===== src/rtl/ensg_defs.svh =====
`ifndef ENSG_DEFS_SVH
`define ENSG_DEFS_SVH

// register map, byte addresses on the avalon slave
`define ENSG_ENV_IDX_LSB 4
`define ENSG_OFS_TIMES 4'h0
`define ENSG_OFS_SHAPE 4'h4
`define ENSG_OFS_STATUS 4'h8

// field positions in the times word
`define ENSG_ATK_LSB 0
`define ENSG_DEC_LSB 8
`define ENSG_REL_LSB 16
`define ENSG_SUSL_LSB 24
// field positions in the shape word
`define ENSG_SLOPE_LSB 0
`define ENSG_LOOP_LSB 8
`define ENSG_STIME_LSB 16

// reset values of the per-envelope settings
`define ENSG_RST_ATK 7'h10
`define ENSG_RST_DEC 7'h20
`define ENSG_RST_REL 7'h20
`define ENSG_RST_SUSL 7'h60
`define ENSG_RST_SLOPE 8'h00
`define ENSG_RST_LOOP 7'h00
`define ENSG_RST_STIME 7'h7f

// special codes
`define ENSG_LOOP_OFF 7'h00
`define ENSG_LOOP_INF 7'h7f
`define ENSG_STIME_INF 7'h7f
`define ENSG_FULL 24'hff_ffff

// timing: one envelope sample per sample period
`define ENSG_CLK_PERIOD_NS 10
`define ENSG_SAMPLE_PERIOD_NS 20_833
`define ENSG_TICK_CYCLES (`ENSG_SAMPLE_PERIOD_NS / `ENSG_CLK_PERIOD_NS)

`endif


===== src/rtl/ensg_pkg.sv =====
package ensg_pkg;

  // phase of one envelope
  typedef enum logic [2:0] {
    ph_idle,
    ph_attack,
    ph_decay,
    ph_sustain,
    ph_release
  } ensg_phase_t;

  // software settings of one envelope
  typedef struct packed {
    logic [6:0] attack;
    logic [6:0] decay;
    logic [6:0] rel_time;
    logic [6:0] sus_level;
    logic signed [7:0] slope;
    logic [6:0] loop_cnt;
    logic [6:0] sus_time;
  } ensg_cfg_t;

  // settings plus running state of one envelope
  typedef struct packed {
    ensg_cfg_t cfg;
    ensg_phase_t phase;
    logic [23:0] acc;
    logic [6:0] loops_left;
    logic [15:0] sus_cnt;
  } ensg_env_t;

endpackage


===== src/rtl/ensg_tick.sv =====
`include "ensg_defs.svh"

module ensg_tick #(
  parameter int TICK_CYCLES = `ENSG_TICK_CYCLES
) (
  input wire logic clk,
  input wire logic rst_b,
  output logic tick
);

  // prescaler state: cycle count and the registered strobe
  typedef struct packed {
    logic [15:0] cnt;
    logic tick;
  } ensg_tick_t;

  ensg_tick_t st;
  ensg_tick_t next_st;

  ////////////////////////////////////////////////////////////////////////
  // count clocks, pulse once per sample period
  always_comb begin
    next_st = st;
    next_st.tick = 1'b0;
    if (st.cnt == 16'(TICK_CYCLES - 1)) begin
      next_st.cnt = 16'h0000;
      next_st.tick = 1'b1;
    end else begin
      next_st.cnt = st.cnt + 16'h0001;
    end
    if (!rst_b) begin
      next_st = '0;
    end
  end

  always_ff @(posedge clk) begin
    st <= next_st;
  end

  assign tick = st.tick;

endmodule


===== src/rtl/ensg_step.sv =====
module ensg_step #(
  parameter int BASE_SHIFT = 20
) (
  input wire logic [6:0] time_code,
  output logic [23:0] step
);

  // exponential map: low three bits pick a mantissa, high four an octave
  logic [3:0] mant;

  always_comb begin
    mant = 4'h8 + {1'b0, ~time_code[2:0]};
    // code 0 spans two samples, code 127 tens of thousands
    step = {20'h0_0000, mant} << (BASE_SHIFT - int'(time_code[6:3]));
  end

endmodule


===== src/rtl/ensg_envgen.sv =====
// Notes on behaviour
// - gate on: ramp zero to full, attack time
// - then fall to sustain level, decay time
// - gate held: stay in sustain from level
// - gate off: fall to zero, release time
// - zero slope holds sustain level constant
// - positive slope rises, larger is faster
// - negative slope falls, larger is faster
// - attack/decay loop: off, 1..126, endless
// - sustain time 127 means unlimited sustain
// - finite sustain time ends in release
// - three independent envelopes per voice
//
// Chosen here: the address map and the Avalon-MM interface to the registers.
`include "ensg_defs.svh"

module ensg_envgen #(
  parameter int ENSG_N = 3,
  parameter int TICK_CYCLES = `ENSG_TICK_CYCLES,
  parameter int STEP_SHIFT = 20,
  parameter int SLOPE_SHIFT = 4,
  parameter int SUS_SHIFT = 8
) (
  input wire logic clk,
  input wire logic rst_b,
  input wire logic key_gate,
  input wire logic [7:0] avs_address,
  input wire logic avs_read,
  input wire logic avs_write,
  input wire logic [31:0] avs_writedata,
  input wire logic [3:0] avs_byteenable,
  output logic [31:0] avs_readdata,
  output logic avs_waitrequest,
  output logic [ENSG_N*16-1:0] env_level
);

  ////////////////////////////////////////////////////////////////////////
  // state of the whole block

  typedef struct packed {
    ensg_pkg::ensg_env_t [ENSG_N-1:0] env; // one record per envelope
    logic gate;                             // gate seen last cycle
    logic waitrequest;                      // bus stall, high when idle
    logic [31:0] readdata;                  // registered read answer
  } ensg_top_t;

  ensg_top_t st;       // registered state
  ensg_top_t next_st;  // value for the next edge

  logic sample_tick;   // one pulse per envelope sample

  logic [23:0] atk_step [ENSG_N];  // per-sample rise in attack
  logic [23:0] dec_step [ENSG_N];  // per-sample fall in decay
  logic [23:0] rel_step [ENSG_N];  // per-sample fall in release

  ////////////////////////////////////////////////////////////////////////
  // shared sample-rate prescaler

  ensg_tick #(
    .TICK_CYCLES(TICK_CYCLES)
  ) u_tick (
    .clk(clk),
    .rst_b(rst_b),
    .tick(sample_tick)
  );

  ////////////////////////////////////////////////////////////////////////
  // time codes to step sizes, three per envelope

  for (genvar g = 0; g < ENSG_N; g++) begin : g_steps
    ensg_step #(
      .BASE_SHIFT(STEP_SHIFT)
    ) u_atk (
      .time_code(st.env[g].cfg.attack),
      .step(atk_step[g])
    );
    ensg_step #(
      .BASE_SHIFT(STEP_SHIFT)
    ) u_dec (
      .time_code(st.env[g].cfg.decay),
      .step(dec_step[g])
    );
    ensg_step #(
      .BASE_SHIFT(STEP_SHIFT)
    ) u_rel (
      .time_code(st.env[g].cfg.rel_time),
      .step(rel_step[g])
    );
  end

  ////////////////////////////////////////////////////////////////////////
  // helpers

  // merge a bus write into an old word under the byte enables
  function automatic logic [31:0] be_merge(
    input logic [31:0] old_word,
    input logic [31:0] wdata,
    input logic [3:0] be
  );
    logic [31:0] res;
    res = old_word;
    for (int b = 0; b < 4; b++) begin
      if (be[b]) begin
        res[b*8 +: 8] = wdata[b*8 +: 8];
      end
    end
    return res;
  endfunction

  // sustain level stretched to the accumulator width
  function automatic logic [23:0] level_of(input logic [6:0] lvl);
    return {lvl, lvl, lvl, lvl[6:4]};
  endfunction

  // times word as software sees it
  function automatic logic [31:0] times_word(input ensg_pkg::ensg_cfg_t c);
    return {1'b0, c.sus_level, 1'b0, c.rel_time, 1'b0, c.decay, 1'b0, c.attack};
  endfunction

  // shape word as software sees it
  function automatic logic [31:0] shape_word(input ensg_pkg::ensg_cfg_t c);
    return {9'h000, c.sus_time, 1'b0, c.loop_cnt, c.slope};
  endfunction

  // read decode; unmapped addresses answer zero
  function automatic logic [31:0] rd_word(
    input ensg_top_t s,
    input logic [7:0] a
  );
    logic [31:0] res;
    res = 32'h0000_0000;
    for (int i = 0; i < ENSG_N; i++) begin
      if (a[7:`ENSG_ENV_IDX_LSB] == 4'(i)) begin
        unique case (a[3:0])
          `ENSG_OFS_TIMES: res = times_word(s.env[i].cfg);
          `ENSG_OFS_SHAPE: res = shape_word(s.env[i].cfg);
          `ENSG_OFS_STATUS: begin
            // level, loops still to run, phase
            res = {s.env[i].acc[23:8], 1'b0, s.env[i].loops_left, 5'h00,
                   s.env[i].phase};
          end
          default: res = 32'h0000_0000;
        endcase
      end
    end
    return res;
  endfunction

  // reset image of the whole block
  function automatic ensg_top_t reset_state();
    ensg_top_t r;
    r = '0;
    r.waitrequest = 1'b1;
    for (int i = 0; i < ENSG_N; i++) begin
      r.env[i].phase = ensg_pkg::ph_idle;
      r.env[i].cfg.attack = `ENSG_RST_ATK;
      r.env[i].cfg.decay = `ENSG_RST_DEC;
      r.env[i].cfg.rel_time = `ENSG_RST_REL;
      r.env[i].cfg.sus_level = `ENSG_RST_SUSL;
      r.env[i].cfg.slope = `ENSG_RST_SLOPE;
      r.env[i].cfg.loop_cnt = `ENSG_RST_LOOP;
      r.env[i].cfg.sus_time = `ENSG_RST_STIME;
    end
    return r;
  endfunction

  ////////////////////////////////////////////////////////////////////////
  // next-state logic: bus slave and envelope engines

  always_comb begin
    logic rise;
    logic fall;
    logic [24:0] sum;
    logic [23:0] tgt;
    logic [23:0] mag;
    logic [15:0] dur;
    logic [31:0] word;
    rise = 1'b0;
    fall = 1'b0;
    sum = 25'h000_0000;
    tgt = 24'h00_0000;
    mag = 24'h00_0000;
    dur = 16'h0000;
    word = 32'h0000_0000;
    next_st = st;
    next_st.gate = key_gate;
    rise = key_gate & ~st.gate;
    fall = ~key_gate & st.gate;

    // bus: one wait state, then the access completes
    if (st.waitrequest && (avs_read || avs_write)) begin
      next_st.waitrequest = 1'b0;
      next_st.readdata = rd_word(st, avs_address);
    end else if (!st.waitrequest) begin
      // the master samples low at this edge; stall again after it
      next_st.waitrequest = 1'b1;
    end

    for (int i = 0; i < ENSG_N; i++) begin
      tgt = level_of(st.env[i].cfg.sus_level);
      if (rise) begin
        // retrigger from zero whatever phase was active
        next_st.env[i].phase = ensg_pkg::ph_attack;
        next_st.env[i].acc = 24'h00_0000;
        next_st.env[i].loops_left = st.env[i].cfg.loop_cnt;
        next_st.env[i].sus_cnt = 16'h0000;
      end else if (fall && st.env[i].phase != ensg_pkg::ph_idle) begin
        // key up: fade out from wherever the level stands
        next_st.env[i].phase = ensg_pkg::ph_release;
      end else if (sample_tick) begin
        unique case (st.env[i].phase)
          ensg_pkg::ph_idle: begin
            next_st.env[i].acc = 24'h00_0000;
          end
          ensg_pkg::ph_attack: begin
            sum = {1'b0, st.env[i].acc} + {1'b0, atk_step[i]};
            if (sum >= {1'b0, `ENSG_FULL}) begin
              next_st.env[i].acc = `ENSG_FULL;
              next_st.env[i].phase = ensg_pkg::ph_decay;
            end else begin
              next_st.env[i].acc = sum[23:0];
            end
          end
          ensg_pkg::ph_decay: begin
            sum = {1'b0, tgt} + {1'b0, dec_step[i]};
            if ({1'b0, st.env[i].acc} <= sum) begin
              next_st.env[i].acc = tgt;
              if (st.env[i].cfg.loop_cnt == `ENSG_LOOP_INF) begin
                next_st.env[i].phase = ensg_pkg::ph_attack;
              end else if (st.env[i].loops_left != `ENSG_LOOP_OFF) begin
                next_st.env[i].loops_left = st.env[i].loops_left - 7'h01;
                next_st.env[i].phase = ensg_pkg::ph_attack;
              end else begin
                // sustain starts exactly at the programmed level
                next_st.env[i].phase = ensg_pkg::ph_sustain;
                next_st.env[i].sus_cnt = 16'h0000;
              end
            end else begin
              next_st.env[i].acc = st.env[i].acc - dec_step[i];
            end
          end
          ensg_pkg::ph_sustain: begin
            // slope magnitude; the most negative code still fits 8 bits
            if (st.env[i].cfg.slope < 0) begin
              mag = {16'h0000, 8'(-st.env[i].cfg.slope)} << SLOPE_SHIFT;
            end else begin
              mag = {16'h0000, st.env[i].cfg.slope} << SLOPE_SHIFT;
            end
            if (st.env[i].cfg.slope > 0) begin
              sum = {1'b0, st.env[i].acc} + {1'b0, mag};
              if (sum >= {1'b0, `ENSG_FULL}) begin
                next_st.env[i].acc = `ENSG_FULL;
              end else begin
                next_st.env[i].acc = sum[23:0];
              end
            end else if (st.env[i].cfg.slope < 0) begin
              if (st.env[i].acc <= mag) begin
                next_st.env[i].acc = 24'h00_0000;
              end else begin
                next_st.env[i].acc = st.env[i].acc - mag;
              end
            end else begin
              // flat sustain: level untouched
              next_st.env[i].acc = st.env[i].acc;
            end
            // finite sustain time counts samples; 127 never times out
            dur = ({9'h000, st.env[i].cfg.sus_time} + 16'h0001) << SUS_SHIFT;
            if (st.env[i].cfg.sus_time != `ENSG_STIME_INF) begin
              if (st.env[i].sus_cnt >= dur - 16'h0001) begin
                next_st.env[i].phase = ensg_pkg::ph_release;
              end else begin
                next_st.env[i].sus_cnt = st.env[i].sus_cnt + 16'h0001;
              end
            end
          end
          ensg_pkg::ph_release: begin
            if (st.env[i].acc <= rel_step[i]) begin
              next_st.env[i].acc = 24'h00_0000;
              next_st.env[i].phase = ensg_pkg::ph_idle;
            end else begin
              next_st.env[i].acc = st.env[i].acc - rel_step[i];
            end
          end
          default: begin
            // an illegal phase code falls back to rest
            next_st.env[i].phase = ensg_pkg::ph_idle;
            next_st.env[i].acc = 24'h00_0000;
          end
        endcase
      end

      // settings writes land on the edge where the master samples waitrequest low
      if (avs_write && !st.waitrequest
          && avs_address[7:`ENSG_ENV_IDX_LSB] == 4'(i)) begin
        if (avs_address[3:0] == `ENSG_OFS_TIMES) begin
          word = be_merge(times_word(st.env[i].cfg), avs_writedata,
                          avs_byteenable);
          next_st.env[i].cfg.attack = word[`ENSG_ATK_LSB +: 7];
          next_st.env[i].cfg.decay = word[`ENSG_DEC_LSB +: 7];
          next_st.env[i].cfg.rel_time = word[`ENSG_REL_LSB +: 7];
          next_st.env[i].cfg.sus_level = word[`ENSG_SUSL_LSB +: 7];
        end else if (avs_address[3:0] == `ENSG_OFS_SHAPE) begin
          word = be_merge(shape_word(st.env[i].cfg), avs_writedata,
                          avs_byteenable);
          next_st.env[i].cfg.slope = word[`ENSG_SLOPE_LSB +: 8];
          next_st.env[i].cfg.loop_cnt = word[`ENSG_LOOP_LSB +: 7];
          next_st.env[i].cfg.sus_time = word[`ENSG_STIME_LSB +: 7];
        end
      end
    end

    // synchronous reset wins over everything
    if (!rst_b) begin
      next_st = reset_state();
    end
  end

  ////////////////////////////////////////////////////////////////////////
  // the only register process

  always_ff @(posedge clk) begin
    st <= next_st;
  end

  ////////////////////////////////////////////////////////////////////////
  // outputs straight from state flops

  assign avs_readdata = st.readdata;
  assign avs_waitrequest = st.waitrequest;

  for (genvar g = 0; g < ENSG_N; g++) begin : g_out
    assign env_level[g*16 +: 16] = st.env[g].acc[23:8];
  end

endmodule


===== config.mk =====
export PLATFORM = sky130hd
export DESIGN_NAME = ensg_envgen
export DESIGN_NICKNAME = d
export VERILOG_FILES = /design/src/rtl/ensg_pkg.sv /design/src/rtl/ensg_tick.sv /design/src/rtl/ensg_step.sv /design/src/rtl/ensg_envgen.sv
export VERILOG_INCLUDE_DIRS = /design/src /design/src/rtl
export SDC_FILE = /design/constraint.sdc
export NUM_CORES = 2
export LEC_CHECK = 0
export ABC_CLOCK_PERIOD_IN_PS = 8700
export BUFFER_PORTS_ARGS = -buffer_cell sky130_fd_sc_hd__buf_2
export CAP_MARGIN = 20
export CORE_UTILIZATION = 27
export CTS_BUF_LIST = sky130_fd_sc_hd__clkbuf_8
export DETAILED_ROUTE_END_ITERATION = 6
export PLACE_DENSITY = 0.49
export SYNTH_ARGS = -nofsm -noshare
export SYNTH_HDL_FRONTEND = slang
export SYNTH_SLANG_ARGS = --single-unit

===== constraint.sdc =====
create_clock -name clk -period 8.7 [get_ports clk]
set_input_delay 0.87 -clock clk [delete_from_list [all_inputs] [get_ports clk]]
set_output_delay 0.87 -clock clk [all_outputs]
set_load 0.01 [all_outputs]

# Word level (Yosys, flattened, before mapping)
# Cells that the tools add are included.
dict set report op_classes {
  n_shift 9
  n_eq_ne 92
  n_mux 107
  reduce_logical 84
  n_bitwise 21
  magnitude_cmp 24
  add_sub_neg 52
}
# cell count
set op_table {}
lappend op_table {{two-way mux 24 bit} 33}
lappend op_table {{one-hot mux 24 bit (4 select lines)} 3}
lappend op_table {{one-hot mux 32 bit (3 select lines)} 3}
lappend op_table {{left shift 4 x 32 -> 24 bit} 9}
lappend op_table {{adder 24 x 24 -> 25 bit} 9}
lappend op_table {{subtractor 24 bit} 9}
lappend op_table {{greater-or-equal comparator 25 x 24 -> 1 bit, second input constant} 6}
lappend op_table {{two-way mux 50 bit} 3}
lappend op_table {{<= comparator 24 bit} 6}
lappend op_table {{two-way mux 16 bit} 9}
lappend op_table {{two-way mux 48 bit} 3}
lappend op_table {{two-way mux 47 bit} 3}
lappend op_table {{two-way mux 23 bit} 6}
lappend op_table {{two-way mux 32 bit} 3}
lappend op_table {{one-hot mux 16 bit (2 select lines)} 3}
lappend op_table {{<= comparator 24 x 25 -> 1 bit} 3}
lappend op_table {{!= test 2 bit, second input constant} 33}
lappend op_table {{adder 16 x 1 -> 16 bit, second input constant} 4}
lappend op_table {{two-way mux 3 bit} 21}
lappend op_table {{!= test 3 bit, second input constant} 21}
lappend op_table {{AND reduction 7 bit} 9}
lappend op_table {{!= test 4 bit, second input constant} 15}
lappend op_table {{subtractor 5 x 4 -> 6 bit, first input constant} 9}
lappend op_table {{greater-or-equal comparator 16 bit} 3}
lappend op_table {{other kinds (39)} 163}
dict set report totals {
  input_bits 49
  output_inout_bits 81
  register_bits 351
}

# Longest topological paths before layout
dict set report depth {
  depth_word 14
  depth_mapped 36
  ltp_nobuf 33
}

# Hierarchy
# From an unflattened synthesis, not the netlist that was laid out.
dict set report unflattened {
  cells_unflattened 6590
  area_unflattened_um2 47976.0
}
# mod seq_area_each_um2 n_inst cells_each area_per_inst_um2
set modules_own_cells {}
lappend modules_own_cells {ensg_envgen 6666.4 1 5451 40453.8}
lappend modules_own_cells {ensg_step 0.0 9 117 747.0}
lappend modules_own_cells {ensg_tick 340.3 1 86 799.5}

# Least setup slack after synthesis
# No wires, ideal clock.
dict set report synth_path {
  path_kind {register to register}
  startpoint {register st[123] (netlist name)}
  endpoint {register st, in the netlist env_level[5]}
  t_required_ps 8571
  synth_period_minus_slack_ps 6757
  arrival_ps 6628
  path_stages_with_launch 33
  slack_ps 1943
  n_path_buf 4
  setup_ps 129
  path_cell_list {dfxtp_1 > clkbuf_1 > inv_1 > ha_1 > xor2_1 > clkbuf_1 > nor2_1 > nand3_1 > inv_1 > ha_1 > a21o_1 > a21oi_1 > o21ai_0 > o21ai_0 > a211oi_1 > or2_2 > a41oi_1 > o21ai_0 > a21oi_1 > xor2_1 > ha_1 > nand2_1 > or4_1 > or2_0 > or3_1 > nand4_1 > a211o_1 > buf_2 > buf_2 > o21ai_0 > a222oi_1 > nand4_1 > nor3b_2}
}
dict set report synth_via {
  elab_chain_cells 6
  elab_cells_between_ends 7
  classes_between {3 x add/sub; 1 x order compare; 1 x shift; 2 x mux}
}
# item line
set synth_rtl {}
lappend synth_rtl {{start: declaration} ensg_envgen.sv:47} ;# ensg_top_t st;
lappend synth_rtl {{start signal: assignment} ensg_envgen.sv:322} ;# st <= next_st;
lappend synth_rtl {{subtractor 5 x 4 -> 6 bit *} ensg_step.sv:14} ;# step = {20'h0_0000, mant} << (BASE_SHIFT - int'(time_code[6:3]));
lappend synth_rtl {{left shift 4 x 32 -> 24 bit *} ensg_step.sv:14}
lappend synth_rtl {{adder 24 x 24 -> 25 bit} ensg_envgen.sv:225} ;# sum = {1'b0, tgt} + {1'b0, dec_step[i]};
lappend synth_rtl {{<= comparator 24 x 25 -> 1 bit} ensg_envgen.sv:226} ;# if ({1'b0, st.env[i].acc} <= sum) begin
lappend synth_rtl {{two-way mux 24 bit *} ensg_envgen.sv:226}
lappend synth_rtl {{one-hot mux 24 bit (4 select lines) *} ensg_envgen.sv:211} ;# unique case (st.env[i].phase)
# Mark *: on every way between the ends. The rest lies on a longest branch, timed or not.
# A chain may end at the register's enable or synchronous reset.

# Worst setup path in the final report
dict set report layout_path {
  startpoint {register st[124] (netlist name)}
  endpoint {register st[62] (netlist name)}
}
# The elaborated chain is that of the path after synthesis.

==> flow_metrics.py <==
metrics = {
    "floorplanning": {
        "die_w_microns": 406,
        "die_area_sq_um": 165000,
        "core_sq_um": 161000,
        "rows": 147,
        "pin_count": 130,
        "die_h_microns": 406,
        "initial_core_util": 0.273,
    },
    "routing": {
        "drc": 4,
        "drt-total-wl_mm": 193,
        "postRouteAntennaNets": 0,
        "post_drt_wl_per_cell_microns": 23.5,
        "highest_layer": "met5",
        "wl_met1_mm": 87.1,
        "routed-wl-met2_mm": 80.9,
        "drt_iter0_drc": 5303,
        "vias": 46900,
        "drt-vias-per-instance": 5.73,
        "wl_met3_mm": 16.4,
        "drt-pass1-iter-count": 7,
    },
    "cts": {
        "htree_levels": 3,
        "clock_sinks": 350,
        "cts_tree": "yes",
        "clk_path_buf_depth": 3,
        "numCtsBuffers": 72,
        "clk_pin_slew_ns": 0.06,
        "cts-root-buf": "clkbuf_8",
        "insertion_delay_ns": 0.71,
    },
    "timing": {
        "rsz0062_at_grt": "false",
        "tns_ns": 0,
        "relSlewSlack": 0.154,
        "finalHoldViolCount": 0,
        "setup_viol": 0,
        "post-route-min-period_ns": 7.88,
        "clock_skew_ns": 0.0415,
        "maxSlewViolCount": 0,
        "setup_slack_ns": 0.817,
        "clock.fmax_mhz": 127,
        "fin_crit_sh": 0.906,
        "tightest_slew_ns": 1.26,
    },
    "worst_setup_path": {
        "startpoint": "st[124]",
        "critPathCaptureType": "register",
        "critPathArrivalTime_ns": 8.40,
        "regToRegStartpoint": "st[124]",
        "crit_type": "reg2reg",
        "required_ns": 9.21,
        "start_kind": "register",
        "crit_path_frequent_cell": "a21oi_1",
        "slowest_delay_ns": 0.56,
        "cpMaxStageDelayCell": "or4_1",
        "crit_fanout": 34,
    },
    "placed_design": {
        "place.gp.congestion": 0.964,
        "dp_slack_ns": 0.649,
        "numPortBuffers": 125,
        "placed_cells": 8055,
        "detailed_place_hpwl_mm": 150,
    },
    "job": {
        "maxCapViolCount": 0,
    },
    "grt": {
        "grt_overflow": 0,
        "grt_first_pass_wirelength_mm": 282,
        "antenna_found_initial": 22,
        "grt_usage": 0.225,
        "grt_pass1_vias": 43200,
        "grt_max_degree": 86,
    },
    "synthesis": {
        "synth-edff-count": 0,
        "yosys-top-cells-area": "dfxtp_1, ha_1, nor2_1",
        "ys_seq_elements": 350,
        "yosys.cell_types.count": 121,
        "synth_top_area_share": 0.159,
        "synth_commonest_cells": "nor2_1, nand2_1, ha_1",
        "async_reset_ff_frac": 0,
        "synthFlopType": "dfxtp_1",
        "synth.largest_area_cell": "dfxtp_1",
        "synth-seq-area-share": 0.159,
        "syn-cell-area_sq_um": 44100,
        "syn_area_per_cell_sq_um": 7.30,
        "yosysWarningCount": 0,
        "synth_cells": 6045,
        "yosysMostFrequentCell": "nor2_1",
        "syn_nets": 6575,
    },
    "pwr": {
        "p_switching_mw": 1.08,
        "p_comb_frac": 0.065,
        "power_density_nw_per_um2": 80.9,
        "vdd_drop_max_uv": 119,
        "clockPowerShare": 0.517,
        "internal_power_mw": 2.81,
        "seqPwrFrac": 0.418,
        "leakage_nw": 20.6,
        "swShare": 0.277,
    },
    "outcome": {
        "violations": "DRC",
        "status": "finished with violations",
    },
    "layout": {
        "layout.cells.non_filler": 8190,
        "layout-drive-gt1-share": 0.0779,
        "fin_util": 0.298,
        "syn_to_final_growth_pct": 9.04,
        "nNetsFinal": 6501,
    },
    "min_path": {
        "holdCritStartpoint": "avs_readdata[31]",
        "hp-class": "reg2reg",
    },
}
-- final cells by class --
type	count	area [sq um]
clock inverters	35	358
multi-input cells	5061	34400
inverters	262	988
flip-flops and latches	350	7010
fillers	17600	113000
diodes	6	15.0
clock buffers	92	1270
well taps	2160	2700
repair buffers	224	1370
-- metrics by stage --
stage	hold WS, ns	total power, mW	area (sq um)
after floorplan	0.432	1.79	44100
after global placement	0.456	1.90	46400
after detailed placement	0.456	1.90	46400
after CTS	0.464	3.91	48100
after global routing	0.499	4.00	48100
final	0.469	3.89	48100
-- placed cells by master, fill, tap and decap left out, types with 20 or more instances in the layout --
| cell type | Yosys | layout |
|---|---|---|
| a222oi_1 | 57 | 57 |
| o31ai_1 | 27 | 25 |
| ha_1 | 463 | 463 |
| mux2i_1 | 171 | 171 |
| o211ai_1 | 50 | 50 |
| buf_4 | 88 | 97 |
| a221oi_1 | 60 | 60 |
| or2_2 | 28 | 28 |
| buf_2 | 30 | 125 |
| o22ai_1 | 54 | 54 |
| a21oi_1 | 445 | 445 |
| xnor2_1 | 192 | 192 |
| nor2_1 | 677 | 676 |
| o21ai_0 | 339 | 338 |
| inv_1 | 259 | 270 |
| nand4_1 | 82 | 82 |
| nand3_1 | 155 | 155 |
| o31a_1 | 20 | 20 |
| nand2b_1 | 76 | 76 |
| and3_1 | 67 | 67 |
| mux2_2 | 21 | 21 |
| o221ai_1 | 22 | 22 |
| nor2b_1 | 59 | 58 |
| o21bai_1 | 57 | 57 |
| nor3_1 | 153 | 152 |
| a221o_1 | 20 | 20 |
| a21o_1 | 145 | 145 |
| a211o_1 | 25 | 25 |
| a22oi_1 | 41 | 41 |
| or3_1 | 63 | 63 |
| clkbuf_8 | 0 | 92 |
| a32oi_1 | 33 | 33 |
| dfxtp_1 | 350 | 350 |
| and2_1 | 44 | 44 |
| a31oi_1 | 72 | 72 |
| xor2_1 | 169 | 168 |
| o21a_1 | 87 | 87 |
| a211oi_1 | 84 | 84 |
| nor4_1 | 50 | 49 |
| nand2_1 | 581 | 580 |
-- metal layers --
| metal | vias to the layer above | global-route usage |
|---|---|---|
| li1 | 22200 | - |
| met1 | 22400 | 0.319 |
| met2 | 1994 | 0.339 |
| met3 | 337 | 0.0321 |
| met4 | 12 | 0.0898 |
| met5 | - | 0 |
-- critical path: cells and delay by family, from the launching register on --
family | cells | cell delay (ns)
compound gates | 14 | 3.37
xor+xnor | 1 | 0.09
fa+ha+maj | 3 | 1.06
buf+inv | 3 | 0.55
flops | 1 | 0.42
simple gates | 10 | 2.22
-- power by group through the flow --
stage	clock network (mW)	registers, mW	logic, mW
after floorplan	0	1.66	0.130
after global placement	0	1.66	0.240
after detailed placement	0	1.66	0.242
after CTS	2.04	1.63	0.242
after global routing	2.12	1.63	0.259
final	2.01	1.63	0.253
-- registers in the layout, indices dropped and copies added (netlist names) --
signal / count
avs_readdata: 31
avs_waitrequest: 1
env_level: 48
st: 253
u_tick.st: 16
u_tick.tick: 1
-- final timing paths --
kind                 endpoint  slack, ns  depth (start not counted)
max                    st[62]       0.82                         31
min          avs_readdata[31]       0.47                          2
min reg2reg  avs_readdata[31]       0.47                          2
max reg2reg            st[62]       0.82                         31
-- cells by family (layout without fill, tap and decap cells) --
family	Yosys count	in the layout	synth area share
fa+ha+maj	482	482	0.140
compound gates	1871	1871	0.290
flops	350	350	0.159
mux	192	192	0.0442
other cells	1	7	0.0000850
xor+xnor	361	361	0.0717
buf+inv	634	613	0.0634
simple gates	2154	2154	0.232
-- what timing repair did --
item                                    CTS  global route
setup buffers                             0             0
hold buffers                              0             0
endpoints found under the setup margin    0             3
resized for setup                         0             1
No activity file was read; power rests on OpenSTA's default activity.
